==> config.mk <==
export PLATFORM = sky130hd
export DESIGN_NAME = tpic_ctrl
export DESIGN_NICKNAME = d
export VERILOG_FILES = /design/src/tpic_pkg.sv /design/src/tpic_ctrl.sv
export VERILOG_INCLUDE_DIRS = /design/src
export SDC_FILE = /design/constraint.sdc
export NUM_CORES = 1
export LEC_CHECK = 0
export BUFFER_PORTS_ARGS = -buffer_cell sky130_fd_sc_hd__buf_2
export CAP_MARGIN = 20
export CORE_MARGIN = 4
export CORE_UTILIZATION = 45
export CTS_BUF_LIST = sky130_fd_sc_hd__clkbuf_8 sky130_fd_sc_hd__clkbuf_16
export DETAILED_ROUTE_END_ITERATION = 16
export GPL_TIMING_DRIVEN = 0
export PLACE_DENSITY = 0.67
export SYNTH_ARGS = -nofsm -noshare
export SYNTH_HDL_FRONTEND = slang
export SYNTH_SLANG_ARGS = --single-unit
==> constraint.sdc <==
create_clock -name clk -period 4.4 [get_ports clk]
set_input_delay 0.22 -clock clk [delete_from_list [all_inputs] [get_ports clk]]
set_output_delay 0.22 -clock clk [all_outputs]
set_load 0.005 [all_outputs]
==> src/tpic_regs.svh <==
`ifndef TPIC_REGS_SVH
`define TPIC_REGS_SVH

// register indices on the plain register port
`define TPIC_ADDR_IE      3'h0
`define TPIC_ADDR_PRESC   3'h1
`define TPIC_ADDR_T2CFG   3'h2
`define TPIC_ADDR_STATUS  3'h3
`define TPIC_ADDR_MASK    3'h4
`define TPIC_ADDR_WDOG    3'h5

// reset and power-down values
`define TPIC_IE_RST       4'h0
`define TPIC_PRESC_RST    4'h0
`define TPIC_T2CFG_RST    4'h8
`define TPIC_PD_IE        4'h0
`define TPIC_PD_PRESC     4'h0

// field positions
`define TPIC_T2CFG_T1RUN  0
`define TPIC_IE_SPARE     1

// timer 1 source codes
`define TPIC_T1SRC_PRESC  2'h0
`define TPIC_T1SRC_CARR   2'h1
`define TPIC_T1SRC_CARR2  2'h2

// prescaler terminal counts (divide minus one)
`define TPIC_PRESC_DIV4   3'h3
`define TPIC_PRESC_DIV8   3'h7

// timer 2 reload values (period minus one)
`define TPIC_T2_LEN14     14'h3FFF
`define TPIC_T2_LEN13     14'h1FFF

`endif

==> src/tpic_pkg.sv <==
package tpic_pkg;

    // interrupt enable register layout
    typedef struct packed {
        logic t2_ie;
        logic t1_ie;
        logic spare;
        logic ext_ie;
    } tpic_ie_t;

    // prescaler and timer 1 source register layout
    typedef struct packed {
        logic       presc_run;
        logic       presc_div8;
        logic [1:0] t1_src;
    } tpic_presc_t;

    // timer 2 configuration and timer 1 run register layout
    typedef struct packed {
        logic       t2_src_presc;
        logic [1:0] t2_len;
        logic       t1_run;
    } tpic_t2cfg_t;

    // one bit per interrupt source, also the status and mask layout
    typedef struct packed {
        logic wdog;
        logic t2;
        logic t1;
        logic ext;
    } tpic_evt_t;

endpackage : tpic_pkg

==> src/tpic_ctrl.sv <==
// The register addresses and the address-and-strobe port were chosen for this implementation.
`timescale 1ns/1ps
`default_nettype none
`include "tpic_regs.svh"

module tpic_ctrl (
    // clock and reset
    input  wire logic                 clk,
    input  wire logic                 rst,
    // register port
    input  wire logic [2:0]           reg_addr,
    input  wire logic [3:0]           reg_wdata,
    input  wire logic                 reg_wr,
    input  wire logic                 reg_rd,
    output logic      [3:0]           reg_rdata,
    // instruction strobes from the core
    input  wire logic                 timer1_poll_skip,
    input  wire logic                 timer2_poll_skip,
    input  wire logic                 ext_irq_poll_skip,
    input  wire logic                 watchdog_kick,
    input  wire logic                 power_down_enter,
    input  wire logic                 table_lookup_instr,
    input  wire logic                 return_instr,
    input  wire tpic_pkg::tpic_evt_t  irq_ack,
    // event sources
    input  wire logic                 external_irq_event,
    input  wire logic                 timer1_underflow,
    input  wire logic                 carrier_out,
    input  wire logic                 sub_osc_clock,
    // results to the core and timers
    output logic                      skip_nullify,
    output logic                      skip_short,
    output tpic_pkg::tpic_evt_t       irq_request,
    output logic                      prescaler_output,
    output logic                      timer1_count_en,
    output logic                      timer2_underflow,
    output logic      [13:0]          timer2_count,
    output logic                      watchdog_reset,
    output logic                      irq
);

    tpic_pkg::tpic_ie_t    ie;
    tpic_pkg::tpic_presc_t presc_cfg;
    tpic_pkg::tpic_t2cfg_t t2cfg;
    tpic_pkg::tpic_evt_t   status;
    tpic_pkg::tpic_evt_t   mask;
    tpic_pkg::tpic_evt_t   flag;
    logic                  watchdog_flag;
    logic                  watchdog_enable_flag;
    logic [2:0]            presc_cnt;
    logic [2:0]            presc_last;
    logic                  presc_tick;
    logic                  carr_d;
    logic                  carr_rise;
    logic                  carr_half;
    logic                  carr_half_rise;
    logic                  t1_src_tick;
    logic                  sub_s1;
    logic                  sub_s2;
    logic                  sub_s3;
    logic                  sub_lev;
    logic                  sub_lev_d;
    logic                  t2_tick;
    logic [13:0]           t2_reload;
    logic                  t2_uf;
    logic                  wd_trip;
    logic                  skip_hit;
    tpic_pkg::tpic_evt_t   ev_set;
    tpic_pkg::tpic_evt_t   flag_clr;
    logic                  status_rd;

    function automatic logic wr_hit(input logic [2:0] a);
        wr_hit = reg_wr && (reg_addr == a);
    endfunction : wr_hit

    // control registers
    always_ff @(posedge clk) begin
        if (rst) begin
            ie <= `TPIC_IE_RST;
        end else if (power_down_enter) begin
            ie <= `TPIC_PD_IE;
        end else if (wr_hit(`TPIC_ADDR_IE)) begin
            ie <= reg_wdata; // spare bit is stored as written
        end
    end

    always_ff @(posedge clk) begin
        if (rst) begin
            presc_cfg <= `TPIC_PRESC_RST;
        end else if (power_down_enter) begin
            presc_cfg <= `TPIC_PD_PRESC;
        end else if (wr_hit(`TPIC_ADDR_PRESC)) begin
            presc_cfg <= reg_wdata;
        end
    end

    always_ff @(posedge clk) begin
        if (rst) begin
            t2cfg <= `TPIC_T2CFG_RST;
        end else if (power_down_enter) begin
            t2cfg.t1_run <= 1'b0; // upper bits kept
        end else if (wr_hit(`TPIC_ADDR_T2CFG)) begin
            t2cfg <= reg_wdata;
        end
    end

    always_ff @(posedge clk) begin
        if (rst) begin
            mask <= 4'h0;
        end else if (wr_hit(`TPIC_ADDR_MASK)) begin
            mask <= reg_wdata;
        end
    end

    // prescaler
    assign presc_last = presc_cfg.presc_div8 ? `TPIC_PRESC_DIV8 : `TPIC_PRESC_DIV4;
    assign presc_tick = presc_cfg.presc_run && (presc_cnt == presc_last);

    always_ff @(posedge clk) begin
        if (rst || !presc_cfg.presc_run) begin
            presc_cnt <= 3'h0; // stopped and initialised
        end else if (presc_cnt >= presc_last) begin
            presc_cnt <= 3'h0;
        end else begin
            presc_cnt <= presc_cnt + 3'h1;
        end
    end

    always_ff @(posedge clk) begin
        if (rst) begin
            prescaler_output <= 1'b0;
        end else begin
            prescaler_output <= presc_tick;
        end
    end

    // carrier edges and carrier halved
    assign carr_rise      = carrier_out && !carr_d;
    assign carr_half_rise = carr_rise && carr_half;

    always_ff @(posedge clk) begin
        if (rst) begin
            carr_d    <= 1'b0;
            carr_half <= 1'b0;
        end else begin
            carr_d <= carrier_out;
            if (carr_rise) begin
                carr_half <= !carr_half;
            end
        end
    end

    // timer 1 count enable
    always_comb begin
        unique case (presc_cfg.t1_src)
            `TPIC_T1SRC_PRESC: t1_src_tick = presc_tick;
            `TPIC_T1SRC_CARR:  t1_src_tick = carr_rise;
            `TPIC_T1SRC_CARR2: t1_src_tick = carr_half_rise;
            default:           t1_src_tick = 1'b0;           // no source
        endcase
    end

    always_ff @(posedge clk) begin
        if (rst) begin
            timer1_count_en <= 1'b0;
        end else begin
            timer1_count_en <= t2cfg.t1_run && t1_src_tick; // forced low while stopped
        end
    end

    // sub oscillator clock sampled as a pin
    always_ff @(posedge clk) begin
        if (rst) begin
            sub_s1    <= 1'b0;
            sub_s2    <= 1'b0;
            sub_s3    <= 1'b0;
            sub_lev   <= 1'b0;
            sub_lev_d <= 1'b0;
        end else begin
            sub_s1    <= sub_osc_clock;
            sub_s2    <= sub_s1;
            sub_s3    <= sub_s2;
            sub_lev_d <= sub_lev;
            if (sub_s2 == sub_s3) begin
                sub_lev <= sub_s3;
            end
        end
    end

    // timer 2 counter
    assign t2_tick   = t2cfg.t2_src_presc ? presc_tick : (sub_lev && !sub_lev_d);
    // unavailable length codes fall back to the full length
    assign t2_reload = (t2cfg.t2_len == 2'h1) ? `TPIC_T2_LEN13 : `TPIC_T2_LEN14;
    assign t2_uf     = t2_tick && (timer2_count == 14'h0000);

    always_ff @(posedge clk) begin
        if (rst) begin
            timer2_count <= `TPIC_T2_LEN14;
        end else if (t2_uf) begin
            timer2_count <= t2_reload;
        end else if (t2_tick) begin
            timer2_count <= timer2_count - 14'h0001;
        end
    end

    always_ff @(posedge clk) begin
        if (rst) begin
            timer2_underflow <= 1'b0;
        end else begin
            timer2_underflow <= t2_uf;
        end
    end

    // watchdog: second underflow without a kick trips the reset
    assign wd_trip = t2_uf && watchdog_enable_flag && watchdog_flag;

    always_ff @(posedge clk) begin
        if (rst) begin
            watchdog_flag <= 1'b0;
        end else if (t2_uf && watchdog_enable_flag) begin
            watchdog_flag <= 1'b1;
        end else if (watchdog_kick) begin
            watchdog_flag <= 1'b0;
        end
    end

    always_ff @(posedge clk) begin
        if (rst) begin
            watchdog_enable_flag <= 1'b0;
        end else if (watchdog_kick) begin
            watchdog_enable_flag <= 1'b1;
        end
    end

    always_ff @(posedge clk) begin
        if (rst) begin
            watchdog_reset <= 1'b0;
        end else begin
            watchdog_reset <= wd_trip;
        end
    end

    // request flags, cleared by a poll skip only while the interrupt is off
    assign ev_set = '{wdog: wd_trip, t2: t2_uf, t1: timer1_underflow, ext: external_irq_event};

    always_comb begin
        flag_clr      = irq_ack;
        flag_clr.wdog = 1'b0;
        flag_clr.t2   = (timer2_poll_skip && !ie.t2_ie) || (irq_ack.t2 && ie.t2_ie);
        flag_clr.t1   = (timer1_poll_skip && !ie.t1_ie) || (irq_ack.t1 && ie.t1_ie);
        flag_clr.ext  = (ext_irq_poll_skip && !ie.ext_ie) || (irq_ack.ext && ie.ext_ie);
    end

    // a new event beats a clear in the same cycle
    always_ff @(posedge clk) begin
        if (rst) begin
            flag <= 4'h0;
        end else begin
            flag <= ev_set | (flag & ~flag_clr);
        end
    end

    always_ff @(posedge clk) begin
        if (rst) begin
            irq_request <= 4'h0;
        end else begin
            irq_request.wdog <= 1'b0;
            irq_request.t2   <= flag.t2 && ie.t2_ie && !flag_clr.t2;
            irq_request.t1   <= flag.t1 && ie.t1_ie && !flag_clr.t1;
            irq_request.ext  <= flag.ext && ie.ext_ie && !flag_clr.ext;
        end
    end

    // skip result: nullify only, the program counter is the core's business
    assign skip_hit = (timer2_poll_skip && !ie.t2_ie && flag.t2)
                    || (timer1_poll_skip && !ie.t1_ie && flag.t1)
                    || (ext_irq_poll_skip && !ie.ext_ie && flag.ext);

    always_ff @(posedge clk) begin
        if (rst) begin
            skip_nullify <= 1'b0;
            skip_short   <= 1'b0;
        end else begin
            skip_nullify <= skip_hit;
            skip_short   <= skip_hit && (table_lookup_instr || return_instr);
        end
    end

    // software status, cleared by reading it
    assign status_rd = reg_rd && (reg_addr == `TPIC_ADDR_STATUS);

    always_ff @(posedge clk) begin
        if (rst) begin
            status <= 4'h0;
        end else begin
            status <= ev_set | (status & {4{!status_rd}});
        end
    end

    always_ff @(posedge clk) begin
        if (rst) begin
            irq <= 1'b0;
        end else begin
            irq <= |((ev_set | (status & {4{!status_rd}})) & mask);
        end
    end

    // read data for one cycle only
    always_ff @(posedge clk) begin
        if (rst || !reg_rd) begin
            reg_rdata <= 4'h0;
        end else begin
            unique case (reg_addr)
                `TPIC_ADDR_IE:     reg_rdata <= ie;
                `TPIC_ADDR_PRESC:  reg_rdata <= presc_cfg;
                `TPIC_ADDR_T2CFG:  reg_rdata <= t2cfg;
                `TPIC_ADDR_STATUS: reg_rdata <= status;
                `TPIC_ADDR_MASK:   reg_rdata <= mask;
                `TPIC_ADDR_WDOG:   reg_rdata <= {2'h0, watchdog_enable_flag, watchdog_flag};
                default:           reg_rdata <= 4'h0;
            endcase
        end
    end

endmodule : tpic_ctrl
`default_nettype wire

==> flow_metrics.env, run 1 <==
export IMPL_syn_area_um2=2770
export IMPL_vias_per_cell=5.23
export IMPL_insertedDiodeCount=0
export IMPL_gp_congestion=0.787
export IMPL_start_kind="flip-flop"
export IMPL_stdcell_area_um2=3330
export IMPL_comb_power_share_pct=5.7
export IMPL_wl_um=6240
export IMPL_worstPathArrival_ns=2.34
export IMPL_reg2reg_depth=8
export IMPL_max_freq_mhz=473
export IMPL_cts_tree="done"
export IMPL_crit_slowest_cell="dfxtp_1"
export IMPL_grt_pass1_vias=2139
export IMPL_critPathBufInv=3
export IMPL_vias=2253
export IMPL_leakagePower_uw=0.00128
export IMPL_clock_sinks=63
export IMPL_final_max_slew_viol_count=0
export IMPL_required_ns=4.63
export IMPL_dp_cells=415
export IMPL_io_buffers=52
export IMPL_hold_viol=0
export IMPL_htree_levels=3
export IMPL_fp_dieW_um=86.5
export IMPL_rows=28
export IMPL_cts_resized=0
export IMPL_synth_seq_cells=63
export IMPL_cts_buffers=9
export IMPL_slowest_delay_ns=0.36
export IMPL_worst_hold_slack_ns=0.0555
export IMPL_pre_cts_ws_ns=2.28
export IMPL_cap_violations=0
export IMPL_ctsRootBufferMaster="clkbuf_8"
export IMPL_worstHoldPathCells=2
export IMPL_hpwlAfterDp_um=4540
export IMPL_path_cells="inv_1 -> ha_1 -> and4_1 -> clkbuf_4 -> o211a_1 -> a21oi_1 -> buf_2 -> nand2_1"
export IMPL_power_switching_uw=256
export IMPL_worstHoldStart="irq_ack[1]"
export IMPL_wl_per_cell_um=14.5
export IMPL_drive_gt1_share_pct=23.9
export IMPL_final_cell_mix="dfxtp_1, buf_2, nor2_1"
export IMPL_synth_distinct_cells=58
export IMPL_sw_frac_of_total_pct=21.9
export IMPL_dpl_instance_area_um2=3130
export IMPL_crit_cells=8
export IMPL_power_density_nw_per_um2=351
export IMPL_cts_hold_buffers=0
export IMPL_synthCells=288
export IMPL_hold_path_class="in -> reg"
export IMPL_worstMarginPinSlew_ns=0.670
export IMPL_die_height_um=86.5
export IMPL_setup_violations=0
export IMPL_rsz0062_at_grt="false"
export IMPL_clkTransAtPathRegs_ns=0.07
export IMPL_insertion_delay_ns=0.34
export IMPL_nets=381
export IMPL_crit_family="compound AO/OA/AOI/OAI gates"
export IMPL_irDropWorstVdd_uv=183
export IMPL_ant_nets=0
export IMPL_finClkSkew_ns=0.00750
export IMPL_critPathLaunch="presc_cfg[2]"
export IMPL_ctsLongestPathBuffers=2
export IMPL_async_flop_share_pct=0
export IMPL_final_common_cell="dfxtp_1"
export IMPL_fin_crit_sh_pct=48.1
export IMPL_p_clk_share_pct=44.2
export IMPL_maxSlewHeadroom_pct=55.0
export IMPL_drt_initial_drc_count=109
export IMPL_ys_dominant_reg_cell="dfxtp_1"
export IMPL_start_util_pct=46.5
export IMPL_drc=0
export IMPL_p_int_uw=914
export IMPL_fp_dieArea_um2=7480
export IMPL_ys_seq_area_share_pct=45.5
export IMPL_grt_pass1_wl_um=10100
export IMPL_grt_max_degree=11
export IMPL_synthesis_nets=318
export IMPL_ys_warn_count=0
export IMPL_crit_fanout=10
export IMPL_grt_usage_pct=17.6
export IMPL_num_io_pins=55
export IMPL_grt_overflow=0
export IMPL_postCtsSetupRepairBufs=0
export IMPL_syn_area_per_cell_um2=9.62
export IMPL_seqPwrFrac_pct=50.1
export IMPL_firstDrtPassIters=4
export IMPL_r2r_start="presc_cfg[2]"
export IMPL_fp_coreArea_um2=5960
export IMPL_worst_slack_ns=2.28
export IMPL_area_delta_synth_final_pct=20.3
export IMPL_fin_crit_ns=2.12
export IMPL_instances_no_fill=431
export IMPL_worstSetupPathType="reg -> reg"
export IMPL_synth_edf_count=0
export IMPL_antenna_found_initial=0
export IMPL_outcome="completed"
export IMPL_tns_ns=0
export IMPL_end_kind="flip-flop"
[power groups by stage]
stage / registers [uW] / clock network, uW / logic (uW)
floorplan: 597 / 0 / 39.3
global placement: 599 / 0 / 66.0
detailed placement: 599 / 0 / 66.5
CTS: 586 / 534 / 66.9
global route: 587 / 558 / 73.3
finish: 586 / 517 / 66.3
[per-stage QoR]
stage | power [uW] | utilization (%)
finish | 1170 | 56.0
global route | 1220 | 56.0
CTS | 1190 | 56.0
detailed placement | 665 | 52.5
global placement | 665 | 52.5
floorplan | 637 | -
[synth_stat cells, types with 2 or more instances]
cell	n	share of area, %
nand2_1	16	2.2
mux2_2	2	0.81
mux2i_1	25	9.0
o21ai_0	8	1.4
or4_1	2	0.54
o211ai_1	6	1.6
a2bb2oi_1	3	0.95
clkbuf_1	9	1.2
nor2_1	38	5.1
inv_1	8	1.1
dfxtp_1	63	46
or3_1	2	0.45
nand2b_1	5	1.1
a221o_1	2	0.72
ha_1	4	1.8
xor2_1	9	2.8
a22oi_1	2	0.54
nand3_1	5	0.90
nor4_1	2	0.45
a31oi_1	2	0.45
a21oi_1	11	2.0
nor3_1	6	1.1
nor3b_2	2	0.90
nor3b_1	3	0.81
nor2b_1	7	1.6
nand3b_1	6	1.6
xnor2_1	2	0.63
a211o_1	2	0.63
or4_4	2	0.81
o22a_1	3	0.95
nor4bb_1	3	1.1
o2111ai_1	2	0.63
[flip-flops by register name, indices dropped and copies added, names as in the netlist, 4 cells and up]
register      flops
status            4
t2cfg             4
reg_rdata         4
ie                4
mask              4
presc_cfg         4
timer2_count     14
[path summary, 6_finish.rpt]
check / endpoint / slack, ns
worst min register to register: sub_s2 / 0.43
worst min-delay path: irq_request[1] / 0.06
worst max-delay path: timer2_count[6] / 2.28
worst max register to register: timer2_count[6] / 2.28
[cells by family (layout without fill, tap and decap cells)]
family	Yosys count	after routing	synth area share, %
other	1	1	0.135
and+or+nand+nor	108	108	22.0
adders and majority gates	4	4	1.81
muxes	27	27	9.84
AOI/OAI and AO/OA	52	52	13.7
DFF	63	63	45.5
buffers and inverters	22	90	3.57
xor gates and xnor gates	11	11	3.48
[cell type report]
cell class / instances / area [um^2]
plain buffers: 14 / 68.8
fillers: 580 / 2620
clock buffers: 12 / 165
multi-input cells: 203 / 1410
repair buffers: 52 / 260
clock inverters: 4 / 43.8
flip-flops and latches: 63 / 1260
well taps: 75 / 93.8
inverters: 8 / 30.0
[metal layers]
| metal | vias up | global-route usage [%] | routed length [um] |
|---|---|---|---|
| met5 | - | 0 | 0 |
| met2 | 44 | 26.3 | 2760 |
| met4 | 0 | 8.92 | 129 |
| li1 | 1160 | - | - |
| met3 | 11 | 3.52 | 286 |
| met1 | 1038 | 24.1 | 3060 |
[worst register-to-register path: cells and delay by family (launching register included)]
family,cells,cell delay (ns)
AO/OA/AOI/OAI,2,0.53
AND/OR/NAND/NOR,2,0.29
flip-flops,1,0.36
adder cells (fa/ha/maj),1,0.33
buffers and inverters,3,0.50
No activity file was read; power rests on OpenSTA's default activity.
==> run 2, diff against run 1 <==
--- a/config.mk
+++ b/config.mk
@@ -13,7 +13,7 @@
 export CTS_BUF_LIST = sky130_fd_sc_hd__clkbuf_8 sky130_fd_sc_hd__clkbuf_16
 export DETAILED_ROUTE_END_ITERATION = 16
 export GPL_TIMING_DRIVEN = 0
-export PLACE_DENSITY = 0.67
+export PLACE_DENSITY = 0.7
 export SYNTH_ARGS = -nofsm -noshare
 export SYNTH_HDL_FRONTEND = slang
 export SYNTH_SLANG_ARGS = --single-unit
==> constraint.sdc (replaced) <==
create_clock -name clk -period 1.9 [get_ports clk]
set_input_delay 0.095 -clock clk [delete_from_list [all_inputs] [get_ports clk]]
set_output_delay 0.095 -clock clk [all_outputs]
set_load 0.005 [all_outputs]
==> run 2 against run 1 <==
Net effect:
- global-route usage is 0.79 points higher
- power is 140% higher
- utilization increased by 4.1 points
- maximum frequency grew 14%
- die area unchanged
- register-to-register slack got worse by 2.2 ns
- sequential share of layout area shrank 2.3 points
- largest cell class unchanged
- largest power group unchanged
==> flow_metrics.env, run 2 (same netlist as run 1, synthesis figures left out) <==
export IMPL_io_buffers=52
export IMPL_clock_sinks=63
export IMPL_crit_cells=4
export IMPL_clkTransAtPathRegs_ns=0.07
export IMPL_dpl_instance_area_um2=3130
export IMPL_worstHoldStart="timer1_underflow"
export IMPL_instances_no_fill=448
export IMPL_antenna_found_initial=0
export IMPL_grt_max_degree=11
export IMPL_worst_hold_slack_ns=0.00587
export IMPL_worstMarginPinSlew_ns=0.697
export IMPL_outcome="completed"
export IMPL_crit_family="simple AND/OR/NAND/NOR gates"
export IMPL_fillers=520
export IMPL_grt_pass1_wl_um=10700
export IMPL_vias_per_cell=5.29
export IMPL_grt_overflow=0
export IMPL_fp_dieArea_um2=7480
export IMPL_wl_um=6650
export IMPL_power_density_nw_per_um2=791
export IMPL_ant_nets=0
export IMPL_gp_congestion=0.869
export IMPL_crit_fanout=6
export IMPL_crit_slowest_cell="or4_4"
export IMPL_num_io_pins=55
export IMPL_final_common_cell="dfxtp_1"
export IMPL_critPathBufInv=0
export IMPL_grt_usage_pct=18.4
export IMPL_path_cells="or4_4 -> or4_4 -> o21ai_2 -> a221o_1"
export IMPL_regMostFlops="timer2_count"
export IMPL_setup_violations=0
export IMPL_firstDrtPassIters=4
export IMPL_grt_pass1_vias=2190
export IMPL_leakagePower_uw=0.00138
export IMPL_slowest_delay_ns=0.57
export IMPL_final_max_slew_viol_count=0
export IMPL_r2r_end="irq"
export IMPL_cap_violations=0
export IMPL_hpwlAfterDp_um=4580
export IMPL_fin_crit_ns=1.85
export IMPL_cts_buffers=9
export IMPL_hold_path_class="in -> reg"
export IMPL_worstHoldPathCells=3
export IMPL_ctsLongestPathBuffers=2
export IMPL_rrSetupSlack_ns=0.05
export IMPL_end_kind="flip-flop"
export IMPL_ctsRootBufferMaster="clkbuf_8"
export IMPL_path_common_cell="or4_4"
export IMPL_drt_initial_drc_count=167
export IMPL_start_kind="flip-flop"
export IMPL_pre_cts_ws_ns=-0.185
export IMPL_final_cell_mix="dfxtp_1, buf_2, nor2_1"
export IMPL_cts_tree="done"
export IMPL_insertedDiodeCount=0
export IMPL_htree_levels=3
export IMPL_dp_cells=415
export IMPL_required_ns=2.18
export IMPL_vias=2368
export IMPL_r2r_start="timer2_count[9]"
export IMPL_wl_per_cell_um=14.8
export IMPL_nets=398
export IMPL_worst_slack_ns=0.0451
export IMPL_worstPathArrival_ns=2.13
export IMPL_worstSetupPathType="reg -> reg"
export IMPL_area_delta_synth_final_pct=29.2
export IMPL_drive_gt1_share_pct=28.2
export IMPL_stdcell_area_um2=3580
export IMPL_fp_coreArea_um2=5960
export IMPL_finClkSkew_ns=0.00853
export IMPL_rows=28
export IMPL_hold_end="flag[1]"
export IMPL_largest_register_ffs=14
export IMPL_maxSlewHeadroom_pct=53.2
export IMPL_fin_crit_sh_pct=97.6
export IMPL_reg2reg_depth=4
export IMPL_fp_dieW_um=86.5
export IMPL_hold_viol=0
export IMPL_max_freq_mhz=539
export IMPL_start_util_pct=46.5
export IMPL_insertion_delay_ns=0.34
export IMPL_die_height_um=86.5
export IMPL_drc=0
export IMPL_irDropWorstVdd_uv=517
## run 2: changes by cell type in the layout (fill, tap and decap cells not counted), sizes merged
cell	change
buf	+7
bufinv	+1
clkbuf	-1
clkinv	-1
dlygate4sd3	+10
inv	+1
## run 2: through the flow
step / power [uW] / util, % / TNS, ns
global placement: 1540 / 52.5 / -1.99
floorplan: 1470 / - / 0
finish: 2830 / 60.1 / 0
global route: 2940 / 60.1 / -0.00493
detailed placement: 1540 / 52.5 / -2.17
CTS: 2850 / 59.2 / 0
## run 2: power by group
group	total, uW	internal [uW]	switching [uW]
registers	1350	1340	14.5
logic	175	86.2	89.2
clock network	1300	799	501
## run 2: final cells by class
type                            count  area (um^2)  area share, %
Buffer                             14         82.6           2.31
Clock buffer                       11          151           4.23
Clock inverter                      5         72.6           2.03
Inverter                            8         30.0          0.839
Multi-Input combinational cell    203         1470           41.0
Sequential cell                    63         1270           35.5
Tap cell                           75         93.8           2.62
Timing Repair Buffer               69          413           11.5
## run 2: repair_timing
action                                 CTS  global route
cloned                                   0             0
gates resized for setup                 16             6
setup buffers                            4             3
pin swaps                                5             5
hold buffers                            10             0
endpoints found under the hold margin    9             0
setup endpoints to repair               14            13
## run 2: worst register-to-register path: cells and delay by family (launching register included)
kind,cells,cell delay (ns)
compound gates,2,0.31
simple gates,2,1.12
flops,1,0.37
## run 2: per-layer routing
layer  routed length [um]  GRT usage [%]
met2                 3140           29.2
met4                   99           6.94
met5                    0              0
met3                  401           4.56
met1                 3010           24.1
## run 2: worst max-delay path by stage
stage                    start               to  slack, ns
2_1_floorplan  timer2_count[0]              irq       0.04
3_3_place_gp      presc_cfg[2]  timer2_count[3]      -0.17
3_5_place_dp      presc_cfg[2]  timer2_count[1]      -0.18
4_1_cts           presc_cfg[2]              irq      0.003
5_1_grt        timer2_count[9]              irq     -0.005
6_report       timer2_count[9]              irq       0.05
